`src/hw/hssf_pkg.sv`:
```
package hssf_pkg;

    // register indices; byte address is four times the index
    localparam logic [3:0] IDX_SYSTEM_STATE     = 4'h0;
    localparam logic [3:0] IDX_CONVERTER_STATE  = 4'h1;
    localparam logic [3:0] IDX_PIN_LEVELS       = 4'h2;
    localparam logic [3:0] IDX_LIVE_FAULT_STATE = 4'h3;
    localparam logic [3:0] IDX_LATCHED_FAULTS   = 4'h4;
    localparam logic [3:0] IDX_FAULT_CONFIG     = 4'h5;

    // system_state field positions
    localparam int SYS_GATE_CMD_BIT  = 7;
    localparam int SYS_ENABLE_BIT    = 6;
    localparam int SYS_GATE_PIN_BIT  = 5;
    localparam int SYS_TIMER_LOW_BIT = 3;
    localparam int SYS_NVM_BUSY_BIT  = 2;
    localparam int SYS_PG_BIT        = 1;
    localparam int SYS_ONE_BIT       = 0;

    // converter_state field positions
    localparam int CONV_CH_LSB   = 4;
    localparam int CONV_IDLE_BIT = 3;

    // fault bit positions, shared by live and latched registers
    localparam int FLT_EXT_BIT   = 7;
    localparam int FLT_SHORT_BIT = 6;
    localparam int FLT_VOUT_BIT  = 5;
    localparam int FLT_PGI_BIT   = 4;
    localparam int FLT_BAD_BIT   = 3;
    localparam int FLT_OC_BIT    = 2;
    localparam int FLT_UV_BIT    = 1;
    localparam int FLT_OV_BIT    = 0;

    // fault_config field positions
    localparam int CFG_EXT_EN_BIT  = 0;
    localparam int CFG_EXT_POL_BIT = 1;
    localparam int CFG_PGI_EN_BIT  = 2;
    localparam int CFG_PGI_POL_BIT = 3;

    // reset values
    localparam logic [7:0] LATCHED_FAULTS_RST = 8'h00;
    localparam logic [7:0] FAULT_CONFIG_RST   = 8'h00;
    localparam logic [7:0] LIVE_RST           = 8'h00;

    // reserved channel codes of the converter
    localparam logic [3:0] CONV_CH_RSVD_A = 4'ha;
    localparam logic [3:0] CONV_CH_RSVD_B = 4'hb;

    // analog and monitor conditions presented by the surrounding device
    typedef struct packed {
        logic       gate_commanded_on;
        logic       enable_pin_n;
        logic       gate_pin_high;
        logic       timer_pin_below_level;
        logic       nvm_write_busy;
        logic       power_good_now;
        logic [3:0] aux_conv_channel;
        logic       aux_conv_done;
        logic       conv_snapshot_mode;
        logic       conv_busy;
        logic [3:0] power_good_io_pin;
        logic [3:0] analog_digital_io_pin;
        logic       mosfet_short_now;
        logic       output_below_threshold;
        logic       pg_check_expired;
        logic       mosfet_bad_now;
        logic       current_limit_active;
        logic       undervolt_high_input;
        logic       undervolt_low_input;
        logic       overvoltage_input;
    } hssf_cond_t;

    // fault events raised by the protection logic
    typedef struct packed {
        logic mosfet_short;
        logic mosfet_bad;
        logic overcurrent;
        logic undervoltage;
        logic overvoltage;
        logic pg_input_fault;
    } hssf_evt_t;

endpackage

```
`src/hw/hssf_ahb_slave.sv`:
```
`timescale 1ns/10ps
// ahb-lite front end: captures the address phase, issues one-cycle strobes
module hssf_ahb_slave (
    // clock and reset
    input  wire logic        ref_clk,
    input  wire logic        rst,
    // ahb-lite
    input  wire logic        hsel,
    input  wire logic [31:0] haddr,
    input  wire logic [1:0]  htrans,
    input  wire logic        hwrite,
    input  wire logic [2:0]  hsize,
    input  wire logic [31:0] hwdata,
    input  wire logic        hready,
    // register side
    output logic             wr_stb,
    output logic             rd_stb,
    output logic [3:0]       reg_idx,
    output logic             reg_hit,
    output logic [7:0]       wr_data
);

    logic       ph_wr_q;
    logic       ph_rd_q;
    logic [3:0] ph_idx_q;
    logic       ph_hit_q;
    logic       take;

    // a transfer is accepted only on nonseq/seq with the bus ready
    assign take = hsel && hready && htrans[1];

    // address phase capture; unmapped words decode as misses
    always_ff @(posedge ref_clk) begin
        if (rst) begin
            ph_wr_q  <= 1'b0;
            ph_rd_q  <= 1'b0;
            ph_idx_q <= 4'h0;
            ph_hit_q <= 1'b0;
        end else begin
            ph_wr_q  <= take && hwrite;
            ph_rd_q  <= take && !hwrite;
            ph_idx_q <= haddr[5:2];
            ph_hit_q <= (haddr[31:6] == 26'h0) && (haddr[5:2] <= hssf_pkg::IDX_FAULT_CONFIG);
        end
    end

    // data phase: write data valid now, strobes last one cycle
    assign wr_stb  = ph_wr_q;
    assign rd_stb  = ph_rd_q;
    assign reg_idx = ph_idx_q;
    assign reg_hit = ph_hit_q;
    assign wr_data = hwdata[7:0];

    // hsize is always a word here; unused bits are ignored
    logic unused_ok;
    assign unused_ok = ^{hsize, hwdata[31:8]};

endmodule

```
`src/hw/hssf_fault_latch.sv`:
```
`timescale 1ns/10ps
// sticky fault register: hardware sets, software clears by writing 0
module hssf_fault_latch (
    // clock and reset
    input  wire logic       ref_clk,
    input  wire logic       rst,
    // events and software write
    input  wire logic [7:0] set_vec,
    input  wire logic       wr_en,
    input  wire logic [7:0] wr_data,
    // state
    output logic [7:0]      faults_q
);

    logic [7:0] faults_d;

    // set wins over clear so an event in the clear cycle survives
    always_comb begin
        faults_d = faults_q;
        if (wr_en) begin
            faults_d = faults_q & wr_data;
        end
        faults_d = faults_d | set_vec;
    end

    always_ff @(posedge ref_clk) begin
        if (rst) begin
            faults_q <= hssf_pkg::LATCHED_FAULTS_RST;
        end else begin
            faults_q <= faults_d;
        end
    end

endmodule

```
`src/hw/hssf_regs.sv`:
```
`timescale 1ns/10ps
// Function
// - status bit7: gate commanded on
// - status bit6: enable pin level
// - status bit5: actual gate pin level
// - status bit3: timer pin below level
// - status bit2: nonvolatile write in progress
// - status bit1: power good met now
// - converter bits7:4: last converted channel code
// - converter bit3: idle in snapshot mode
// - pin levels: power-good io high, analog io low
// - live bit7: external fault level, configured polarity
// - live bit6: mosfet short detected
// - live bit5: output below threshold
// - live bit4: pg input sampled at timer expiry
// - live bit3: bad mosfet present
// - live bit2: current limit engaged
// - live bit1: both undervoltage inputs low
// - live bit0: overvoltage input high
// - latched bit7 external fault; reset clears all
// - latched bit5: output dropped after power good
// - latched short, pg input, bad mosfet bits
// - latched overcurrent, undervoltage, overvoltage bits
module hssf_regs (
    // clock and reset
    input  wire logic                 ref_clk,
    input  wire logic                 rst,
    // ahb-lite slave
    input  wire logic                 hsel,
    input  wire logic [31:0]          haddr,
    input  wire logic [1:0]           htrans,
    input  wire logic                 hwrite,
    input  wire logic [2:0]           hsize,
    input  wire logic [31:0]          hwdata,
    input  wire logic                 hready,
    output logic [31:0]               hrdata,
    output logic                      hreadyout,
    output logic                      hresp,
    // device conditions
    input  wire hssf_pkg::hssf_cond_t cond,
    input  wire hssf_pkg::hssf_evt_t  evt
);

    // strobes and decode from the bus front end
    logic        wr_stb;
    logic        rd_stb;
    logic [3:0]  reg_idx;
    logic        reg_hit;
    logic [7:0]  wr_data;
    logic        rd_take;

    // status snapshots, one per register
    logic [7:0]  system_state_q;
    logic [7:0]  converter_state_q;
    logic [7:0]  pin_levels_q;
    logic [7:0]  live_fault_state_q;

    // software owned configuration
    logic [7:0]  fault_config_q;

    // converter and power good history
    logic [3:0]  last_channel_q;
    logic        pgi_sample_q;
    logic        pg_latched_q;

    // decoded fault levels
    logic        ext_level;
    logic        pgi_level;
    logic        uv_level;

    // sticky fault path
    logic [7:0]  set_vec;
    logic [7:0]  latched_faults_q;

    // read path
    logic [31:0] rdata_d;

    // polarity select for the pg input pin; the external fault pin decodes its own
    function automatic logic pol_level(input logic pin, input logic active_high);
        pol_level = active_high ? pin : !pin;
    endfunction

    // write decode shared by both software-owned registers
    function automatic logic wr_hit(input logic [3:0] idx);
        wr_hit = wr_stb && reg_hit && (reg_idx == idx);
    endfunction

    hssf_ahb_slave u_bus (
        .ref_clk (ref_clk),
        .rst     (rst),
        .hsel    (hsel),
        .haddr   (haddr),
        .htrans  (htrans),
        .hwrite  (hwrite),
        .hsize   (hsize),
        .hwdata  (hwdata),
        .hready  (hready),
        .wr_stb  (wr_stb),
        .rd_stb  (rd_stb),
        .reg_idx (reg_idx),
        .reg_hit (reg_hit),
        .wr_data (wr_data)
    );

    // a read is decoded at its address phase, so its one wait
    // state falls in the first data-phase cycle, not one late
    assign rd_take = hsel && hready && htrans[1] && !hwrite;

    // pgio4 external fault (low-active unless polarity bit set)
    assign ext_level = cond.power_good_io_pin[3] ?
        fault_config_q[hssf_pkg::CFG_EXT_POL_BIT] :
        !fault_config_q[hssf_pkg::CFG_EXT_POL_BIT];
    assign pgi_level = pol_level(cond.power_good_io_pin[2],
                                 fault_config_q[hssf_pkg::CFG_PGI_POL_BIT]);
    assign uv_level  = !cond.undervolt_high_input && !cond.undervolt_low_input;

    // software configuration of the pg pin fault functions
    always_ff @(posedge ref_clk) begin
        if (rst) begin
            fault_config_q <= hssf_pkg::FAULT_CONFIG_RST;
        end else if (wr_hit(hssf_pkg::IDX_FAULT_CONFIG)) begin
            fault_config_q <= {4'h0, wr_data[3:0]};
        end
    end

    // system status snapshot, refreshed every cycle
    always_ff @(posedge ref_clk) begin
        if (rst) begin
            system_state_q <= hssf_pkg::LIVE_RST;
        end else begin
            system_state_q[hssf_pkg::SYS_GATE_CMD_BIT]  <= cond.gate_commanded_on;
            system_state_q[hssf_pkg::SYS_ENABLE_BIT]    <= cond.enable_pin_n;
            system_state_q[hssf_pkg::SYS_GATE_PIN_BIT]  <= cond.gate_pin_high;
            system_state_q[4]                           <= 1'b0;
            system_state_q[hssf_pkg::SYS_TIMER_LOW_BIT] <= cond.timer_pin_below_level;
            system_state_q[hssf_pkg::SYS_NVM_BUSY_BIT]  <= cond.nvm_write_busy;
            system_state_q[hssf_pkg::SYS_PG_BIT]        <= cond.power_good_now;
            system_state_q[hssf_pkg::SYS_ONE_BIT]       <= 1'b1; // reserved reads one
        end
    end

    // channel is held from the last completed conversion
    always_ff @(posedge ref_clk) begin
        if (rst) begin
            last_channel_q <= 4'h0;
        end else if (cond.aux_conv_done) begin
            last_channel_q <= cond.aux_conv_channel;
        end
    end

    // converter status; reserved low bits read zero
    always_ff @(posedge ref_clk) begin
        if (rst) begin
            converter_state_q <= hssf_pkg::LIVE_RST;
        end else begin
            converter_state_q[7:hssf_pkg::CONV_CH_LSB] <= last_channel_q;
            converter_state_q[hssf_pkg::CONV_IDLE_BIT] <=
                cond.conv_snapshot_mode && !cond.conv_busy;
            converter_state_q[2:0] <= 3'h0;
        end
    end

    // live pin levels
    always_ff @(posedge ref_clk) begin
        if (rst) begin
            pin_levels_q <= hssf_pkg::LIVE_RST;
        end else begin
            // pgio1 lands in bit7, adio1 in bit3
            pin_levels_q <= {cond.power_good_io_pin[0], cond.power_good_io_pin[1],
                             cond.power_good_io_pin[2], cond.power_good_io_pin[3],
                             cond.analog_digital_io_pin[0], cond.analog_digital_io_pin[1],
                             cond.analog_digital_io_pin[2],
                             cond.analog_digital_io_pin[3]};
        end
    end

    // pg input is sampled only when its check timer expires
    always_ff @(posedge ref_clk) begin
        if (rst) begin
            pgi_sample_q <= 1'b0;
        end else if (cond.pg_check_expired && fault_config_q[hssf_pkg::CFG_PGI_EN_BIT]) begin
            pgi_sample_q <= pgi_level;
        end
    end

    // live fault status
    always_ff @(posedge ref_clk) begin
        if (rst) begin
            live_fault_state_q <= hssf_pkg::LIVE_RST;
        end else begin
            live_fault_state_q[hssf_pkg::FLT_EXT_BIT]   <=
                fault_config_q[hssf_pkg::CFG_EXT_EN_BIT] && ext_level;
            live_fault_state_q[hssf_pkg::FLT_SHORT_BIT] <= cond.mosfet_short_now;
            live_fault_state_q[hssf_pkg::FLT_VOUT_BIT]  <= cond.output_below_threshold;
            live_fault_state_q[hssf_pkg::FLT_PGI_BIT]   <= pgi_sample_q;
            live_fault_state_q[hssf_pkg::FLT_BAD_BIT]   <= cond.mosfet_bad_now;
            live_fault_state_q[hssf_pkg::FLT_OC_BIT]    <= cond.current_limit_active;
            live_fault_state_q[hssf_pkg::FLT_UV_BIT]    <= uv_level;
            live_fault_state_q[hssf_pkg::FLT_OV_BIT]    <= cond.overvoltage_input;
        end
    end

    // power good latch; cleared when power good drops and output is low
    always_ff @(posedge ref_clk) begin
        if (rst) begin
            pg_latched_q <= 1'b0;
        end else if (cond.power_good_now) begin
            pg_latched_q <= 1'b1;
        end else if (cond.output_below_threshold) begin
            pg_latched_q <= 1'b0;
        end
    end

    // event vector feeding the sticky register
    always_comb begin
        set_vec = 8'h00;
        set_vec[hssf_pkg::FLT_EXT_BIT]   =
            fault_config_q[hssf_pkg::CFG_EXT_EN_BIT] && ext_level;
        set_vec[hssf_pkg::FLT_SHORT_BIT] = evt.mosfet_short;
        set_vec[hssf_pkg::FLT_VOUT_BIT]  =
            pg_latched_q && cond.output_below_threshold;
        set_vec[hssf_pkg::FLT_PGI_BIT]   = evt.pg_input_fault;
        set_vec[hssf_pkg::FLT_BAD_BIT]   = evt.mosfet_bad;
        set_vec[hssf_pkg::FLT_OC_BIT]    = evt.overcurrent;
        set_vec[hssf_pkg::FLT_UV_BIT]    = evt.undervoltage;
        set_vec[hssf_pkg::FLT_OV_BIT]    = evt.overvoltage;
    end

    hssf_fault_latch u_latch (
        .ref_clk  (ref_clk),
        .rst      (rst),
        .set_vec  (set_vec),
        .wr_en    (wr_hit(hssf_pkg::IDX_LATCHED_FAULTS)),
        .wr_data  (wr_data),
        .faults_q (latched_faults_q)
    );

    // read mux; unmapped words read as zero
    //   0 system_state      gate, enable, timer, write, power good
    //   1 converter_state   last channel and idle flag
    //   2 pin_levels        raw io pin levels
    //   3 live_fault_state  current fault conditions and the last pg input sample
    //   4 latched_faults    sticky events, write zero to clear
    //   5 fault_config      pg pin fault enables and polarities
    //   only bits 7:0 carry data
    always_comb begin
        rdata_d = 32'h0000_0000;
        if (reg_hit) begin
            unique case (reg_idx)
                hssf_pkg::IDX_SYSTEM_STATE:     rdata_d[7:0] = system_state_q;
                hssf_pkg::IDX_CONVERTER_STATE:  rdata_d[7:0] = converter_state_q;
                hssf_pkg::IDX_PIN_LEVELS:       rdata_d[7:0] = pin_levels_q;
                hssf_pkg::IDX_LIVE_FAULT_STATE: rdata_d[7:0] = live_fault_state_q;
                hssf_pkg::IDX_LATCHED_FAULTS:   rdata_d[7:0] = latched_faults_q;
                hssf_pkg::IDX_FAULT_CONFIG:     rdata_d[7:0] = fault_config_q;
                default:                        rdata_d[7:0] = 8'h00;
            endcase
        end
    end

    // one wait state per read, low in the first data-phase cycle
    // a read costs a cycle, but hrdata stays off the mux path
    always_ff @(posedge ref_clk) begin
        if (rst) begin
            hreadyout <= 1'b1;
        end else begin
            hreadyout <= !rd_take;
        end
    end

    // read data moves only on a read, so an idle bus does not toggle
    always_ff @(posedge ref_clk) begin
        if (rst) begin
            hrdata <= 32'h0000_0000;
        end else if (rd_stb) begin
            hrdata <= rdata_d;
        end
    end

    // response is always okay
    always_ff @(posedge ref_clk) begin
        if (rst) begin
            hresp <= 1'b0;
        end else begin
            hresp <= 1'b0;
        end
    end

endmodule

```
`config.mk`:
```
export PLATFORM = sky130hd
export DESIGN_NAME = hssf_regs
export DESIGN_NICKNAME = d
export VERILOG_FILES = /design/src/hw/hssf_pkg.sv /design/src/hw/hssf_ahb_slave.sv /design/src/hw/hssf_fault_latch.sv /design/src/hw/hssf_regs.sv
export SDC_FILE = /design/constraint.sdc
export NUM_CORES = 1
export LEC_CHECK = 0
export BUFFER_PORTS_ARGS = -buffer_cell sky130_fd_sc_hd__buf_2
export CORE_ASPECT_RATIO = 0.7
export CORE_MARGIN = 8
export CORE_UTILIZATION = 40
export DETAILED_ROUTE_END_ITERATION = 10
export PLACE_DENSITY = 0.74
export SYNTH_ARGS = -nofsm -noshare
export SYNTH_HDL_FRONTEND = slang
export SYNTH_SLANG_ARGS = --single-unit
```
`constraint.sdc`:
```
create_clock -name ref_clk -period 1.9 [get_ports ref_clk]
set_input_delay 0.285 -clock ref_clk [delete_from_list [all_inputs] [get_ports ref_clk]]
set_output_delay 0.285 -clock ref_clk [all_outputs]
set_load 0.005 [all_outputs]
```
==> run summary <==
First-pass GRT wire length: 8.96 mm
Hold WC Path Type: input port to flip-flop
Setup Crit Path Kind: flip-flop to flip-flop
FF-to-FF path depth: 4
Crit path cell chain: or3b_4 > or3_1 > mux2i_1 > nor2_1
Maximum VDD drop: 422 uV
H-tree Lvls: 3
Core area: 6100 um2
Status: finished, final reports clean
Most common cell after layout, fill and taps aside: buf_2
Cts repair resizes: 0
Largest net degree at the start of global routing: 48
Most frequent cells in the layout: buf_2 (87), dfxtp_1 (62), nor2b_1 (28)
Total number of vias: 1982
Most used flip-flop cell after synthesis: dfxtp_1
CP max-delay cell: or3_1
Setup TNS: 0 ns
Count of different cell masters after synthesis: 38
Pwr/cell area: 875 nW/um2
I/O pin count: 143
Reg-to-reg endpoint: fault_config_q[1]
Synth Area per Inst: 9.83 um2
Initial DRC count: 60
Worst skew pair latency: 0.34 ns
Share of cells above drive strength 1: 31.2%
Final setup fails: 0
Worst Hold Depth: 2
Warnings from Yosys: 0
Clock buffer depth: 2
Final ANT Viol Nets: 0
CP max stage delay: 0.49 ns
Final non-filler cell area: 3090 um2
Lkg Pwr: 1.41 nW
Antenna violations before repair: 0
CTS tree: built
Antenna cell count: 0
Hold Vio Cnt, Final: 0
R2R Path Start: u_bus.reg_idx[1]
Setup slack, reg-to-reg: 0.25 ns
Tmin final: 1.65 ns
Max Cap Viol: 0
Site row count: 24
Worst Skew: 0.00691 ns
Die height: 81.8 um
CP Data Arrival Time: 1.86 ns
DRC violations left: 0
Worst Path Buf+Inv: 0
Post-Syn Instances: 252
Root buf cell: clkbuf_8
Total GRT Usage: 13.1%
CP startpoint kind: flip-flop
Seq cells post-synth: 62
Hold Startpoint: cond[2]
Clk sinks: 62
Routed len/inst: 13.7 um
TritonRoute pass-1 iters: 5
Final WL: 5.83 mm
Gpl congestion: 0.809
Fill cell count: 599
Total die area: 9010 um2
Unrepaired setup endpoints after global routing: false
Crit-path max FO: 5
Area grow syn2layout: 24.8%
# hold bufs at CTS: 0
DP Area: 2910 um2
Worst Hold Path EP: live_fault_state_q[1]
Port Buffer Count: 87
Delay-heaviest family, CP: simple AND/OR/NAND/NOR gates
Final net count: 454
HPWL after DPL: 4.67 mm
Crit path capture type: flip-flop
Synth async-reset ratio: 0%
Number of synthesized flops with an enable pin: 0
GRT Residual Overflow: 0
FMAX: 606 MHz
Inserted Clock Buffers: 9
Clk slew on worst S/H paths: 0.06 ns
Routed vias/inst: 4.64
Seq/Total Area, Yosys: 50.1%
Max-slew violation count: 0
Post-Synthesis Cell Area: 2480 um2
Post-CTS Setup Inserts: 0
Final Cycle Share: 86.8%
Vias in the first global route: 1924
CP required: 2.11 ns
DIE WIDTH: 110 um
Starting Density: 40.6%
Final hold slack: 0.0995 ns
-- sequential cells by signal, summed over array words and instances, names as in the netlist --
| register | flops |
|---|---|
| u_bus.reg_hit | 1 |
| fault_config_q | 4 |
| live_fault_state_q | 8 |
| system_state_q | 7 |
| u_bus.wr_stb | 1 |
| hrdata | 8 |
| pg_latched_q | 1 |
| pin_levels_q | 8 |
| last_channel_q | 4 |
| u_latch.faults_q | 8 |
| u_bus.reg_idx | 4 |
| converter_state_q | 5 |
| hreadyout | 1 |
| pgi_sample_q | 1 |
| u_bus.rd_stb | 1 |
-- worst register-to-register path: stages (launching register included) --
cell and delay, ns:
dfxtp_1 0.34, or3b_4 0.45, or3_1 0.49, mux2i_1 0.19, nor2_1 0.05
-- cell usage after synthesis, types with 2 or more instances --
cell / count / area (um2)
dfxtp_1: 62 / 1240
nor2b_1: 28 / 175
nor2_1: 27 / 101
buf_4: 25 / 188
mux2i_1: 19 / 190
nand2_1: 11 / 41.3
nor4_1: 8 / 50.1
a211oi_1: 7 / 52.6
a21oi_1: 7 / 35.0
clkbuf_1: 6 / 22.5
inv_1: 5 / 18.8
a22o_1: 4 / 35.0
a22oi_1: 4 / 30.0
nand2b_1: 4 / 25.0
o22ai_1: 4 / 25.0
nand4_1: 3 / 18.8
o21ai_0: 3 / 15.0
o221ai_1: 3 / 26.3
buf_2: 2 / 10.0
xnor2_1: 2 / 17.5
-- power breakdown --
group	switching [mW]	total (mW)	internal, mW
Combinational	0.114	0.237	0.124
Clock	0.457	1.09	0.637
Sequential	0.0245	1.37	1.35
-- through the flow --
step / total power, mW / std cells / util (%) / setup slack (ns)
floorplan: 1.56 / 276 / - / 0.310
global placement: 1.63 / 412 / 47.7 / 0.296
detailed placement: 1.64 / 412 / 47.7 / 0.287
CTS: 2.73 / 427 / 50.7 / 0.261
global route: 2.82 / 427 / 50.7 / 0.162
finish: 2.71 / 427 / 50.7 / 0.251
-- logic make-up after synthesis --
family / synth area share (%)
flops: 50.1
compound gates: 9.85
mux: 8.74
simple gates: 20.2
xor+xnor: 0.707
other cells: 0.151
buf+inv: 10.3
-- worst max-delay path by stage --
stage                          start                end  slack [ns]  depth (start not counted)
finish              u_bus.reg_idx[1]  fault_config_q[1]        0.25                          4
global route        u_bus.reg_idx[0]          hrdata[7]        0.16                          6
CTS                 u_bus.reg_idx[1]  fault_config_q[1]        0.26                          4
detailed placement  u_bus.reg_idx[1]  fault_config_q[2]        0.29                          4
global placement    u_bus.reg_idx[0]          hrdata[5]        0.30                          6
floorplan           u_bus.reg_idx[2]  fault_config_q[1]        0.31                          5
-- cell type report --
cell class,instances,area (um2),area share [%]
multi-input cells,174,1070,34.7
clock inverters,1,30.0,0.971
inverters,5,18.8,0.607
clock buffers,14,153,4.94
well taps,78,97.6,3.16
repair buffers,93,480,15.5
flip-flops and latches,62,1240,40.1
-- metal layers --
layer  vias to the layer above  routed length [um]  track usage, %
met2                        79                2530            19.2
met4                         0                  66            3.49
met1                       889                2510            16.1
met5                         -                   0               0
li1                       1003                   -               -
met3                        11                 717            7.45
No activity file was read; power rests on OpenSTA's default activity.
